$ cat config.mk
export PLATFORM = sky130hd
export DESIGN_NAME = tioc_top
export DESIGN_NICKNAME = d
export VERILOG_FILES = /design/src/pkg/tioc_pkg.sv /design/src/pkg/tioc_chan_if.sv /design/src/rtl/tioc_chan_unit.sv /design/src/rtl/tioc_top.sv
export SDC_FILE = /design/constraint.sdc
export NUM_CORES = 1
export LEC_CHECK = 0
export ABC_CLOCK_PERIOD_IN_PS = 3860
export BUFFER_PORTS_ARGS = -buffer_cell sky130_fd_sc_hd__clkbuf_2
export CORE_AREA = 2 2 91 137
export DETAILED_ROUTE_END_ITERATION = 10
export DIE_AREA = 0 0 93 139
export GPL_TIMING_DRIVEN = 0
export PLACE_DENSITY = 0.79
export SYNTH_ARGS = -nofsm -noshare
export SYNTH_HDL_FRONTEND = slang
export SYNTH_SLANG_ARGS = --single-unit
export TNS_END_PERCENT = 20
$ cat constraint.sdc
create_clock -name ref_clk -period 3.86 [get_ports ref_clk]
set_input_delay 0.193 -clock ref_clk [delete_from_list [all_inputs] [get_ports ref_clk]]
set_output_delay 0.193 -clock ref_clk [all_outputs]
set_load 0.03 [all_outputs]
$ cat src/pkg/tioc_pkg.sv
// Overview of operation
// - ch3 reg C: bit3 picks compare or capture
// - ch4 reg A bit2: capture on ch3 A event
// - compare, bit2 clear, action set: start low
// - bit2 set starts high; action 00 disables pin
// - action 01 drives pin low on match
// - action 10 drives pin high on match
// - action 11 toggles pin on match
// - capture edge 00 means rising edge only
// - capture edge 01 means falling edge only
// - capture bit1 set means both edges
// - ch3 reg C bit2: capture on ch4 count
// - ch5 reg A ignores bit2, always pin source
// - buffer flag blocks compare and capture on C
`default_nettype none

package tioc_pkg;

	// ---------------------------------------------------------------
	// widths
	// ---------------------------------------------------------------
	localparam int AW     = 8;
	localparam int GR_W   = 16;
	localparam int CODE_W = 4;
	localparam int NCH    = 3;

	// ---------------------------------------------------------------
	// register byte offsets
	// ---------------------------------------------------------------
	localparam logic [AW-1:0] OFS_CODE_3C = 8'h00;
	localparam logic [AW-1:0] OFS_CODE_4A = 8'h04;
	localparam logic [AW-1:0] OFS_CODE_5A = 8'h08;
	localparam logic [AW-1:0] OFS_GR_3C   = 8'h0c;
	localparam logic [AW-1:0] OFS_GR_4A   = 8'h10;
	localparam logic [AW-1:0] OFS_GR_5A   = 8'h14;
	localparam logic [AW-1:0] OFS_STATUS  = 8'h18;
	localparam logic [AW-1:0] OFS_MODE3   = 8'h1c;

	// register indices after decode
	localparam logic [3:0] IDX_CODE  = 4'h0;
	localparam logic [3:0] IDX_GR    = 4'h3;
	localparam logic [3:0] IDX_STAT  = 4'h6;
	localparam logic [3:0] IDX_MODE3 = 4'h7;
	localparam logic [3:0] IDX_NONE  = 4'hf;

	// ---------------------------------------------------------------
	// control code fields and values
	// ---------------------------------------------------------------
	localparam int BIT_MODE  = 3;
	localparam int BIT_LEVEL = 2;
	localparam logic [1:0] ACT_OFF  = 2'h0;
	localparam logic [1:0] ACT_LOW  = 2'h1;
	localparam logic [1:0] ACT_HIGH = 2'h2;
	localparam logic [1:0] ACT_TOG  = 2'h3;
	localparam logic [1:0] EDGE_RISE = 2'h0;
	localparam logic [1:0] EDGE_FALL = 2'h1;

	// status field positions
	localparam int ST_OUT   = 0;
	localparam int ST_OE    = 4;
	localparam int ST_CAP   = 8;
	localparam int ST_MATCH = 12;

	// ---------------------------------------------------------------
	// reset values and channel map
	// ---------------------------------------------------------------
	localparam logic [CODE_W-1:0] CODE_RST = 4'h0;
	localparam logic [GR_W-1:0]   GR_RST   = 16'hffff;
	localparam logic [NCH-1:0]    ALT_SRC_EN = 3'h3;  // 3C and 4A cascade
	localparam int CH_3C = 0;

endpackage

`default_nettype wire

$ cat src/pkg/tioc_chan_if.sv
`default_nettype none

// one general register's control and pin traffic
interface tioc_chan_if;
	logic [tioc_pkg::CODE_W-1:0] mode;
	logic                        dis;
	logic [tioc_pkg::GR_W-1:0]   counter;
	logic [tioc_pkg::GR_W-1:0]   gr;
	logic                        pin_in;
	logic                        alt_evt;
	logic                        match_evt;
	logic                        cap;
	logic                        pin_out;
	logic                        pin_oe;

	modport ctl (
		output mode, dis, counter, gr, pin_in, alt_evt,
		input  match_evt, cap, pin_out, pin_oe
	);
	modport unit (
		input  mode, dis, counter, gr, pin_in, alt_evt,
		output match_evt, cap, pin_out, pin_oe
	);
endinterface

`default_nettype wire

$ cat src/rtl/tioc_chan_unit.sv
`default_nettype none

module tioc_chan_unit #(
	parameter bit ALT_EN = 1'b0
) (
	// clock and reset
	input  wire logic  ref_clk,
	input  wire logic  rst_n,
	// channel traffic
	tioc_chan_if.unit  bus
);

	// ---------------------------------------------------------------
	// decode
	// ---------------------------------------------------------------
	logic                        pin_q;
	logic                        eq_q;
	logic [tioc_pkg::CODE_W-1:0] mode_q;
	logic                        is_cmp;
	logic                        is_cap;
	logic [1:0]                  act;
	logic                        rise;
	logic                        fall;
	logic                        mode_chg;

	// a buffer-register flag silences both uses
	assign is_cmp   = !bus.mode[tioc_pkg::BIT_MODE] && !bus.dis;
	assign is_cap   = bus.mode[tioc_pkg::BIT_MODE] && !bus.dis;
	assign act      = bus.mode[1:0];
	assign rise     = bus.pin_in && !pin_q;
	assign fall     = !bus.pin_in && pin_q;
	assign mode_chg = bus.mode != mode_q;

	// match only on the cycle equality starts, so a stalled counter
	// does not toggle the pin every clock
	assign bus.match_evt = is_cmp && (bus.counter == bus.gr) && !eq_q;

	// capture source and edge select
	always_comb begin
		if (!is_cap)
			bus.cap = 1'b0;
		else if (ALT_EN && bus.mode[tioc_pkg::BIT_LEVEL])
			bus.cap = bus.alt_evt;
		else if (bus.mode[1])
			bus.cap = rise || fall;
		else if (act == tioc_pkg::EDGE_FALL)
			bus.cap = fall;
		else
			bus.cap = rise;
	end

	// ---------------------------------------------------------------
	// history
	// ---------------------------------------------------------------
	always_ff @(posedge ref_clk or negedge rst_n) begin
		if (!rst_n) begin
			pin_q  <= 1'b0;
			eq_q   <= 1'b0;
			mode_q <= tioc_pkg::CODE_RST;
		end else begin
			pin_q  <= bus.pin_in;
			eq_q   <= bus.counter == bus.gr;
			mode_q <= bus.mode;
		end
	end

	// output enable: off in capture mode and for action 00
	always_ff @(posedge ref_clk or negedge rst_n) begin
		if (!rst_n)
			bus.pin_oe <= 1'b0;
		else
			bus.pin_oe <= is_cmp && (act != tioc_pkg::ACT_OFF);
	end

	// pin level: a new code loads the initial level, then matches act
	always_ff @(posedge ref_clk or negedge rst_n) begin
		if (!rst_n)
			bus.pin_out <= 1'b0;
		else if (is_cmp && act != tioc_pkg::ACT_OFF) begin
			if (mode_chg)
				bus.pin_out <= bus.mode[tioc_pkg::BIT_LEVEL];
			else if (bus.match_evt) begin
				case (act)
					tioc_pkg::ACT_LOW:  bus.pin_out <= 1'b0;
					tioc_pkg::ACT_HIGH: bus.pin_out <= 1'b1;
					tioc_pkg::ACT_TOG:  bus.pin_out <= !bus.pin_out;
					default:            bus.pin_out <= bus.pin_out;
				endcase
			end
		end
	end

endmodule // tioc_chan_unit

`default_nettype wire

$ cat src/rtl/tioc_top.sv
// The APB interface to the registers and the placing of the registers were chosen for this implementation.
`default_nettype none

module tioc_top (
	// clock and reset
	input  wire logic                        ref_clk,
	input  wire logic                        rst_n,
	// apb slave
	input  wire logic                        psel,
	input  wire logic                        penable,
	input  wire logic                        pwrite,
	input  wire logic [tioc_pkg::AW-1:0]     paddr,
	input  wire logic [31:0]                 pwdata,
	output logic      [31:0]                 prdata,
	output logic                             pready,
	output logic                             pslverr,
	// counters of the owning channels
	input  wire logic [tioc_pkg::GR_W-1:0]   ch3_counter,
	input  wire logic [tioc_pkg::GR_W-1:0]   ch4_counter,
	input  wire logic [tioc_pkg::GR_W-1:0]   ch5_counter,
	// cascade sources
	input  wire logic                        ch4_count_evt,
	input  wire logic                        ch3_reg_a_evt,
	// timer pins
	input  wire logic                        ch3_pin_c_in,
	output logic                             ch3_pin_c_out,
	output logic                             ch3_pin_c_oe,
	input  wire logic                        ch4_pin_a_in,
	output logic                             ch4_pin_a_out,
	output logic                             ch4_pin_a_oe,
	input  wire logic                        ch5_pin_a_in,
	output logic                             ch5_pin_a_out,
	output logic                             ch5_pin_a_oe
);

	localparam int NCH  = tioc_pkg::NCH;
	localparam int GR_W = tioc_pkg::GR_W;

	// ---------------------------------------------------------------
	// address decode
	// ---------------------------------------------------------------

	// maps a byte address to a register index, IDX_NONE if unmapped
	function automatic logic [3:0] reg_index(input logic [tioc_pkg::AW-1:0] a);
		case (a)
			tioc_pkg::OFS_CODE_3C: reg_index = tioc_pkg::IDX_CODE;
			tioc_pkg::OFS_CODE_4A: reg_index = tioc_pkg::IDX_CODE + 4'h1;
			tioc_pkg::OFS_CODE_5A: reg_index = tioc_pkg::IDX_CODE + 4'h2;
			tioc_pkg::OFS_GR_3C:   reg_index = tioc_pkg::IDX_GR;
			tioc_pkg::OFS_GR_4A:   reg_index = tioc_pkg::IDX_GR + 4'h1;
			tioc_pkg::OFS_GR_5A:   reg_index = tioc_pkg::IDX_GR + 4'h2;
			tioc_pkg::OFS_STATUS:  reg_index = tioc_pkg::IDX_STAT;
			tioc_pkg::OFS_MODE3:   reg_index = tioc_pkg::IDX_MODE3;
			default:               reg_index = tioc_pkg::IDX_NONE;
		endcase
	endfunction

	logic [3:0] idx;
	logic       wr_go;

	assign idx = reg_index(paddr);

	// a write lands only at the completing access edge
	assign wr_go = psel && penable && pready && pwrite
		&& (idx != tioc_pkg::IDX_NONE);

	// ---------------------------------------------------------------
	// register state
	// ---------------------------------------------------------------
	logic [NCH-1:0][tioc_pkg::CODE_W-1:0] code;
	logic [NCH-1:0][GR_W-1:0]             gr;
	logic                                 buffer_mode_a_flag;
	logic [NCH-1:0]                       cap_seen;
	logic [NCH-1:0]                       match_seen;

	// per-channel gathered signals
	logic [NCH-1:0][GR_W-1:0] cnt;
	logic [NCH-1:0]           pin_v;
	logic [NCH-1:0]           alt_v;
	logic [NCH-1:0]           dis_v;
	logic [NCH-1:0]           cap_v;
	logic [NCH-1:0]           match_v;
	logic [NCH-1:0]           out_v;
	logic [NCH-1:0]           oe_v;

	assign cnt   = {ch5_counter, ch4_counter, ch3_counter};
	assign pin_v = {ch5_pin_a_in, ch4_pin_a_in, ch3_pin_c_in};
	// 3C cascades from ch4 counting, 4A from ch3 reg A; 5A has none
	assign alt_v = {1'b0, ch3_reg_a_evt, ch4_count_evt};
	// only reg C of ch3 can be turned into a buffer register
	assign dis_v = {2'b00, buffer_mode_a_flag};

	// control codes, one per covered general register
	always_ff @(posedge ref_clk or negedge rst_n) begin
		if (!rst_n) begin
			code <= {NCH{tioc_pkg::CODE_RST}};
		end else begin
			for (int i = 0; i < NCH; i++) begin
				if (wr_go && idx == tioc_pkg::IDX_CODE + 4'(i))
					code[i] <= pwdata[tioc_pkg::CODE_W-1:0];
			end
		end
	end

	// buffer-mode flag of channel 3
	always_ff @(posedge ref_clk or negedge rst_n) begin
		if (!rst_n)
			buffer_mode_a_flag <= 1'b0;
		else if (wr_go && idx == tioc_pkg::IDX_MODE3)
			buffer_mode_a_flag <= pwdata[0];
	end

	// general registers: a capture wins over a software write in the
	// same cycle, so a measured edge is never lost
	always_ff @(posedge ref_clk or negedge rst_n) begin
		if (!rst_n) begin
			gr <= {NCH{tioc_pkg::GR_RST}};
		end else begin
			for (int i = 0; i < NCH; i++) begin
				if (cap_v[i])
					gr[i] <= cnt[i];
				else if (wr_go && idx == tioc_pkg::IDX_GR + 4'(i))
					gr[i] <= pwdata[GR_W-1:0];
			end
		end
	end

	// sticky event flags, write one to clear; a new event beats the clear
	always_ff @(posedge ref_clk or negedge rst_n) begin
		if (!rst_n) begin
			cap_seen   <= '0;
			match_seen <= '0;
		end else if (wr_go && idx == tioc_pkg::IDX_STAT) begin
			cap_seen   <= (cap_seen &
				~pwdata[tioc_pkg::ST_CAP +: NCH]) | cap_v;
			match_seen <= (match_seen &
				~pwdata[tioc_pkg::ST_MATCH +: NCH]) | match_v;
		end else begin
			cap_seen   <= cap_seen | cap_v;
			match_seen <= match_seen | match_v;
		end
	end

	// ---------------------------------------------------------------
	// apb read and answer
	// ---------------------------------------------------------------
	logic [31:0] rd_mux;

	// read value for the addressed register
	always_comb begin
		rd_mux = 32'h0000_0000;
		case (idx)
			4'h0, 4'h1, 4'h2:
				rd_mux[tioc_pkg::CODE_W-1:0] = code[2'(idx)];
			4'h3, 4'h4, 4'h5:
				rd_mux[GR_W-1:0] = gr[2'(idx - tioc_pkg::IDX_GR)];
			tioc_pkg::IDX_STAT: begin
				rd_mux[tioc_pkg::ST_OUT +: NCH]   = out_v;
				rd_mux[tioc_pkg::ST_OE +: NCH]    = oe_v;
				rd_mux[tioc_pkg::ST_CAP +: NCH]   = cap_seen;
				rd_mux[tioc_pkg::ST_MATCH +: NCH] = match_seen;
			end
			tioc_pkg::IDX_MODE3:
				rd_mux[0] = buffer_mode_a_flag;
			default:
				rd_mux = 32'h0000_0000;
		endcase
	end

	// answer in the first access cycle; data is sampled at setup, so a
	// capture in the setup cycle shows on the next read only
	always_ff @(posedge ref_clk or negedge rst_n) begin
		if (!rst_n) begin
			pready  <= 1'b0;
			pslverr <= 1'b0;
			prdata  <= 32'h0000_0000;
		end else if (psel && !penable) begin
			pready  <= 1'b1;
			pslverr <= idx == tioc_pkg::IDX_NONE;
			if (!pwrite)
				prdata <= rd_mux;
		end else begin
			pready  <= 1'b0;
			pslverr <= 1'b0;
		end
	end

	// ---------------------------------------------------------------
	// channel units
	// ---------------------------------------------------------------
	tioc_chan_if ch_if [NCH] ();

	for (genvar g = 0; g < NCH; g++) begin : g_ch
		assign ch_if[g].mode    = code[g];
		assign ch_if[g].dis     = dis_v[g];
		assign ch_if[g].counter = cnt[g];
		assign ch_if[g].gr      = gr[g];
		assign ch_if[g].pin_in  = pin_v[g];
		assign ch_if[g].alt_evt = alt_v[g];
		assign cap_v[g]         = ch_if[g].cap;
		assign match_v[g]       = ch_if[g].match_evt;
		assign out_v[g]         = ch_if[g].pin_out;
		assign oe_v[g]          = ch_if[g].pin_oe;

		// ch5 never takes the cascade path
		tioc_chan_unit #(
			.ALT_EN (tioc_pkg::ALT_SRC_EN[g])
		) u_unit (
			.ref_clk (ref_clk),
			.rst_n   (rst_n),
			.bus     (ch_if[g])
		);
	end

	// pins straight from the unit flops
	assign ch3_pin_c_out = out_v[0];
	assign ch3_pin_c_oe  = oe_v[0];
	assign ch4_pin_a_out = out_v[1];
	assign ch4_pin_a_oe  = oe_v[1];
	assign ch5_pin_a_out = out_v[2];
	assign ch5_pin_a_oe  = oe_v[2];

	for (genvar g = 0; g < NCH; g++) begin : g_chk
		logic       cmp_on;
		logic       alt_sel;
		logic [1:0] act;

		assign cmp_on  = !code[g][tioc_pkg::BIT_MODE] && !dis_v[g];
		assign alt_sel = tioc_pkg::ALT_SRC_EN[g]
			&& code[g][tioc_pkg::BIT_LEVEL];
		assign act     = code[g][1:0];

	end
endmodule // tioc_top

`default_nettype wire

==> results by group, run 1 <==
Place
  – DPL Wire Length: 13700 um
  – # placed instances: around 890
  – GP Congestion: 0.931
  – Port bufs: ~100

Setup path
  – Setup Crit Path Kind: in2reg
  – Worst reg2reg path depth: 8
  – R2R Path Start: ch_if[0].mode[1]
  – Worst R2R End: ch_if[0].gr[1]
  – CP startpoint kind: input port
  – R2R Setup Slk: ~1300 ps
  – Critical path launch point: paddr[5]
  – Critical Path End: prdata[1]
  – Req. time, crit path: 4070 ps
  – Critical path capture point type: register
  – Crit path DAT: 2960 ps
  – Crit Path Max Fanout: 11

Power and ir drop
  – Sw frac: 0.252
  – Peak VDD IR: 0.000276 V
  – Sequential power share: 0.500
  – Combinational power share: 0.106
  – Total chip power: between 2 and 2.5 mW
  – Internal power: 1.77 mW
  – Pwr Density: 317 nW/um2
  – Leak: 3.63 nW
  – Net Sw Power: 596 uW
  – Clock power share: 0.394

GRT
  – Gr usage total: 0.277
  – Grt ovf: 0
  – Largest net degree at the start of global routing: 110
  – Number of global-route vias before repair: 5384
  – First-pass GRT wire length: ~28000 um
  – Initial antenna violation count: 0

Timing
  – Achievable Freq: 365 MHz
  – Post-route clock skew: 6.95 ps
  – Setup TNS: 0 ps
  – Final min period: 2740 ps
  – Crit share post-route: 0.710
  – RSZ-0062 raised after global routing: false
  – Slew HR: 0.411
  – Final Max Tran Viols: 0
  – Fin Hold WS: just under 40 ps
  – Final setup viols: 0
  – Final hold violations: 0
  – Least-Margin Pin Slew: 875 ps

Clock network
  – CTS resizes: 0
  – CTS clk-pin slew, worst paths: around 70 ps
  – Clk buf depth: 2
  – # clock sinks: 109
  – Worst skew pair latency: 360 ps
  – CTS root buffer: clkbuf_16
  – Cts bufs inserted: 9
  – H-tree depth: 3
  – CTS tree: built

Drt
  – 1st-pass router iterations: 6
  – Avg Vias per Cell: approximately 5.8
  – DR iter-0 viols: 422
  – Post-route ant nets: 0
  – DRT Wirelength: approximately 17000 um
  – # DRC: 0
  – Drt wl/cell: 19.0 um
  – DR vias: 5300

Worst hold path
  – Class of the most critical hold timing path: in2reg
  – Hold path startpoint: penable

Final layout
  – Share of cells above drive strength 1: 0.282
  – Multi-input gate area: 3280 um2
  – Commonest cells after routing, fill and taps aside: clkbuf_2, mux2i_1, nand2_1, dfrtp_1
  – Finished Layout Cells: 913
  – Fin util: 0.634
  – Fill cells: 1010
  – NumNets Final: 875
  – Layout area overhead: 17.6%
  – Commonest non-fill, non-tap cell in the layout: clkbuf_2
  – Diodes inserted: 0
  – Register area: 2790 um2

Floorplanning
  – Initial Util: 0.539
  – Die height: 139 um
  – Die Wd: 93 um
  – DIE AREA: 12900 um2
  – Top Ports: 138
  – Cell Rows: 49
  – Core outline area: approximately 12000 um2

Flow run
  – MaxCap Viol Count: 0

Yosys
  – Synth Instances: between 600 and 700
  – Seq/Total Area, Yosys: 0.439
  – Cell area after synthesis: 6350 um2
  – Number of synthesized flops with an enable pin: 0
  – Post-synth ARST share: 1.00
  – Yosys warning count: 0
  – Top FF cell, synth: dfrtp_1
  – Syn_area_per_cell: 10.2 um2
  – Yosys reg bits: 109
  – Post-synth cell types: 55

Run status
  – Status: completed
==> cell families after synthesis <==
logic type                 Yosys count  share of synthesized area
and+or+nand+nor                    153                      0.118
AOI/OAI and AO/OA                  131                      0.128
DFF                                109                      0.439
muxes                               86                      0.138
buffers and inverters               61                     0.0526
xor gates and xnor gates            58                     0.0800
adders and majority gates           22                     0.0434
other                                1                   0.000591
==> how the worst min path moves through the flow <==
stage / endpoint / slack [ps] / cells after the start
3_5_place_dp: g_ch[2].u_unit.pin_q / 340 / 1
6_report: pready / 40 / 2
5_1_grt: ch_if[1].gr[11] / 50 / 3
2_1_floorplan: buffer_mode_a_flag / -100 / 0
3_3_place_gp: g_ch[0].u_unit.pin_q / 340 / 1
4_1_cts: pready / 30 / 2
==> routing by layer <==
layer  global-route usage  vias to the layer above  wire length (um)
met1                0.319                     2556              6070
met5                    0                        -                 0
met2                0.487                      251              9230
met4                0.147                        0               961
li1                     -                     2431                 -
met3               0.0418                       62              1130
==> Yosys cell counts (all sizes together) (2+ instances only) <==
master | number | share of area
mux2i | 73 | 0.12
nand2 | 64 | 0.040
dfrtp | 61 | 0.24
o21ai | 54 | 0.043
dfstp | 48 | 0.20
xnor2 | 48 | 0.066
nor2 | 28 | 0.017
a21oi | 23 | 0.018
buf | 23 | 0.030
ha | 22 | 0.043
clkbuf | 19 | 0.011
inv | 18 | 0.011
nand3 | 16 | 0.013
o21a | 14 | 0.017
mux2 | 13 | 0.023
nand4 | 13 | 0.013
a22oi | 10 | 0.012
xor2 | 10 | 0.014
nor3 | 9 | 0.0079
nor4 | 6 | 0.0069
a22o | 5 | 0.0069
a31oi | 5 | 0.0049
o22ai | 5 | 0.0049
nor2b | 4 | 0.0039
and2 | 3 | 0.0030
nand2b | 3 | 0.0030
a211o | 2 | 0.0028
a21o | 2 | 0.0024
a221oi | 2 | 0.0028
o2111ai | 2 | 0.0028
o31a | 2 | 0.0028
or3 | 2 | 0.0028
==> cell type report <==
cell class | count | share of cell area
buffer | 42 | 0.0350
clock buffer | 11 | 0.0354
clock inverter | 5 | 0.00520
inverter | 19 | 0.00972
multi-input combinational | 466 | 0.439
sequential | 109 | 0.373
tap | 153 | 0.0256
timing repair buffer | 108 | 0.0763
==> state kept, by name, summed over array words and instances, names as in the netlist <==
| name | flops |
|---|---|
| buffer_mode_a_flag | 1 |
| cap_seen | 3 |
| ch_if.gr | 48 |
| ch_if.mode | 12 |
| g_ch.u_unit.bus.pin_oe | 3 |
| g_ch.u_unit.bus.pin_out | 3 |
| g_ch.u_unit.eq_q | 3 |
| g_ch.u_unit.mode_q | 12 |
| g_ch.u_unit.pin_q | 3 |
| match_seen | 3 |
| prdata | 16 |
| pready | 1 |
| pslverr | 1 |
==> power groups by stage <==
stage          clock, mW  combinational (mW)  sequential [mW]
3_3_place_gp           0               0.241             1.20
6_report           0.932               0.251             1.18
2_1_floorplan          0               0.114             1.21
3_5_place_dp           0               0.246             1.20
4_1_cts            0.946               0.250             1.18
5_1_grt            0.990               0.272             1.18
==> critical path, stage by stage <==
cell and delay [ps]:
clkbuf_2 80, or4_4 580, or3_4 380, clkbuf_1 270
ha_1 370, buf_1 190, clkbuf_1 390, o22ai_1 150
a222oi_1 240, o21ai_0 110
==> stage by stage <==
step | cell area [um2] | setup slack [ps]
floorplan | 6400 | 1280
global placement | 7110 | 887
detailed placement | 7120 | 814
CTS | 7470 | 1180
global route | 7470 | 912
finish | 7470 | 1120
==> repair_timing <==
action / CTS / global route
hold buffers: 4 / 0
hold endpoints to repair: 21 / 0
setup buffers: 0 / 0
No activity file was read; power rests on OpenSTA's default activity.
==> run 2, diff against run 1 <==
- ABC_AREA: default -> 1
- ABC_CLOCK_PERIOD_IN_PS: 3860 -> 2410
- CORE_AREA: 2 2 91 137 -> 2 2 99 149
- DIE_AREA: 0 0 93 139 -> 0 0 101 151
- PLACE_DENSITY: 0.79 -> 0.77
- clock period: 3.86 -> 2.41 ns (I/O delays scaled with it)
==> run 2 against run 1 <==
Synthesized cell count is 57% higher; design area rose by 11%; die area up 18%; synthesized area grew 11%; largest power group unchanged.
==> results by group, run 2 <==
Run status
  – Status: completed

Final layout
  – NumNets Final: 1231 (+41%)
  – Largest regs: ch_if.gr (48), prdata (16)
  – Share of cells above drive strength 1: 0.237 (-0.0441)
  – Largest register FFs: 48 (unchanged)
  – Commonest non-fill, non-tap cell in the layout: nand2_1
  – Post-layout instance area: 8260 um2 (+11%)
  – Finished Layout Cells: 1281 (+40%)
  – Diodes inserted: 0 (unchanged)
  – Fin util: 0.593 (-0.0411)
  – Largest Register: ch_if.gr
  – Commonest cells after routing, fill and taps aside: nand2_1, inv_1, clkbuf_2
  – Layout area overhead: 17.2%

Power and ir drop
  – Leak: 4.70 nW (+29%)
  – Clock power share: 0.421 (+0.027)
  – Pwr Density: 514 nW/um2 (+62%)
  – Combinational power share: 0.123 (+0.017)
  – Sequential power share: 0.456 (-0.044)
  – Peak VDD IR: 0.000350 V (+27%)
  – Internal power: 3.12 mW (+77%)
  – Net Sw Power: 1.12 mW (+89%)
  – Sw frac: 0.265 (+0.0127)

Place
  – DPL Wire Length: 15500 um (+14%)
  – Area of placed instances: 7850 um2 (+10%)
  – Pre-CTS setup slack: -288 ps (-1100 ps)
  – # placed instances: 1259 (+41%)
  – GP Congestion: 0.955 (+2.6%)
  – Port bufs: 105 (+0.96%)

Timing
  – Post-route clock skew: 9.02 ps (+2.06 ps)
  – Slew HR: 0.390 (-0.0215)
  – Least-Margin Pin Slew: 915 ps (+40.4 ps)
  – Fin Hold WS: 6.04 ps (-32.7 ps)
  – Crit share post-route: 0.918
  – Final setup viols: 0 (unchanged)
  – Final min period: 2210 ps
  – Achievable Freq: 452 MHz
  – Worst Setup Slack, final: 198 ps (-921 ps)
  – RSZ-0062 raised after global routing: false
  – Final Max Tran Viols: 0 (unchanged)
  – Final hold violations: 0 (unchanged)

Yosys
  – Top FF cell, synth: dfrtp_1
  – Most numerous cell in the Yosys netlist: nand2_1
  – Yosys reg bits: 109 (unchanged)
  – Area leader, netlist: dfrtp_1
  – Yosys warning count: 0 (unchanged)
  – Seq/Total Area, Yosys: 0.396 (-0.0437)
  – Synth area leaders: dfrtp_1, dfstp_2, nand2_1
  – Synth Instances: 974 (+57%)
  – Number of synthesized flops with an enable pin: 0 (unchanged)
  – Post-synth ARST share: 1.00 (unchanged)
  – Yosys top cell area share: 0.217 (-0.0240)
  – Post-synth cell types: 42 (-24%)
  – Cell area after synthesis: 7050 um2 (+11%)
  – Synth top cells by count: nand2_1, inv_1, nor2_1
  – Syn_area_per_cell: 7.24 um2 (-29%)

Floorplanning
  – Cell Rows: 53 (+8.2%)
  – DIE AREA: 15300 um2 (+18%)
  – Die height: 151 um (+8.6%)
  – Die Wd: 101 um (+8.6%)
  – Top Ports: 138 (unchanged)
  – Initial Util: 0.506 (-0.0330)
  – Core outline area: 13900 um2 (+18%)

Clock network
  – Worst skew pair latency: 360 ps (about the same)
  – CTS root buffer: clkbuf_16
  – # clock sinks: 109 (unchanged)
  – CTS tree: built
  – Post-CTS Setup Inserts: 0 (unchanged)
  – H-tree depth: 3 (unchanged)
  – Clk buf depth: 2 (unchanged)
  – CTS clk-pin slew, worst paths: 80 ps (about the same)
  – Cts bufs inserted: 9 (unchanged)

Setup path
  – Crit path DAT: 2460 ps (-500 ps)
  – Crit path max-delay family: simple AND/OR/NAND/NOR gates
  – Crit Path Max Fanout: 11 (unchanged)
  – R2R Setup Slk: 240 ps (-1080 ps)
  – Max stage delay on crit path: 450 ps (-130 ps)
  – CP startpoint kind: input port
  – Req. time, crit path: 2650 ps (-1420 ps)
  – Slowest CP cell: ha_1
  – Critical path capture point type: register
  – Buffers & Inverters on Critical Path: 4 (unchanged)
  – Setup Crit Path Kind: in2reg
  – Cell Chain, Critical Path: clkbuf_2 -> inv_1 -> nand2_2 -> nor2_2 -> nand2_2 -> buf_2 -> ha_1 -> clkbuf_2 -> a21oi_1 -> o21ai_0 -> o21ai_0 -> nand2_1 -> nand3_1

Drt
  – Drt wl/cell: 16.0 um (-16%)
  – Post-route ant nets: 0 (unchanged)
  – DR iter-0 viols: 399 (-5.5%)
  – Avg Vias per Cell: 5.23 (-9.9%)
  – DR vias: 6700 (+26%)
  – DRT Wirelength: 20500 um (+18%)
  – 1st-pass router iterations: 5 (-1)
  – # DRC: 0 (unchanged)

GRT
  – First-pass GRT wire length: 32500 um (+18%)
  – Gr usage total: 0.279 (+0.00169)
  – Number of global-route vias before repair: 6505 (+21%)
  – Initial antenna violation count: 0 (unchanged)
  – Largest net degree at the start of global routing: 110 (unchanged)
  – Grt ovf: 0 (unchanged)

Flow run
  – MaxCap Viol Count: 0 (unchanged)

Worst hold path
  – Class of the most critical hold timing path: in2reg
-- run 2: changes by cell type after synthesis, moves of 14 or more --
cell / change
mux2i_1: -73
o21ai_1: +14
o21a_1: -14
o21ai_0: +29
nand2_1: +239
nand3_1: +29
xnor2_1: -48
inv_1: +128
o21ai_2: +14
nor2_1: +45
-- run 2: kinds of logic after synthesis --
logic type | count (synthesis) | synth area share
simple gates | 458 | 0.274
buf+inv | 193 | 0.122
compound gates | 179 | 0.153
flops | 109 | 0.396
fa+ha+maj | 22 | 0.0391
xor+xnor | 12 | 0.0149
other cells | 1 | 0.000532
-- run 2: cell type report --
type / instances / area (um2)
clock buffers: 9 / 225
inverters: 154 / 579
flip-flops and latches: 109 / 2790
well taps: 165 / 206
plain buffers: 39 / 284
repair buffers: 111 / 594
multi-input cells: 687 / 3460
fillers: 1315 / 5670
clock inverters: 7 / 128
-- run 2: path summary, 6_finish.rpt --
path / startpoint / to / cells past startpoint
worst max-delay path: paddr[0] / prdata[6] / 13
worst min-delay path: pwdata[12] / ch_if[1].gr[12] / 3
worst max register to register: ch_if[2].mode[1] / ch_if[2].gr[15] / 7
worst min register to register: ch_if[0].mode[3] / g_ch[0].u_unit.mode_q[3] / 0
max in group asynchronous: rst_n / g_ch[0].u_unit.bus.pin_oe / 2
min in group asynchronous: rst_n / g_ch[1].u_unit.mode_q[1] / 2
-- run 2: power groups by stage --
stage,registers [mW],clock network [mW],logic [mW]
5_1_grt,1.94,1.85,0.587
3_5_place_dp,1.97,0,0.508
4_1_cts,1.93,1.79,0.520
2_1_floorplan,1.97,0,0.286
3_3_place_gp,1.96,0,0.500
6_report,1.94,1.79,0.522
-- run 2: metrics by stage --
step / setup TNS, ps / power, mW
floorplan: 0 / 2.26
global placement: -24950 / 2.46
detailed placement: -1960 / 2.47
CTS: 0 / 4.25
global route: 0 / 4.38
finish: 0 / 4.25
-- run 2: repair_timing --
action | CTS | global route
endpoints found under the hold margin | 67 | 0
hold buffers | 6 | 0
resized for setup | 0 | 4
setup endpoints to repair | 0 | 6
-- run 2: routing by layer --
metal / wire length (um) / part of all wire / vias up / track usage
li1: - / - / 3302 / -
met1: 8270 / 0.40 / 3050 / 0.356
met2: 9980 / 0.49 / 279 / 0.454
met3: 1170 / 0.057 / 69 / 0.0360
met4: 1050 / 0.051 / 0 / 0.157
met5: 0 / 0 / - / 0
-- run 2: worst reg2reg max path, delay by kind of cell (launching register included) --
| family | cells | cell delay [ps] |
|---|---|---|
| compound gates | 3 | 640 |
| flops | 1 | 500 |
| buf+inv | 2 | 480 |
| simple gates | 1 | 260 |
| fa+ha+maj | 1 | 210 |
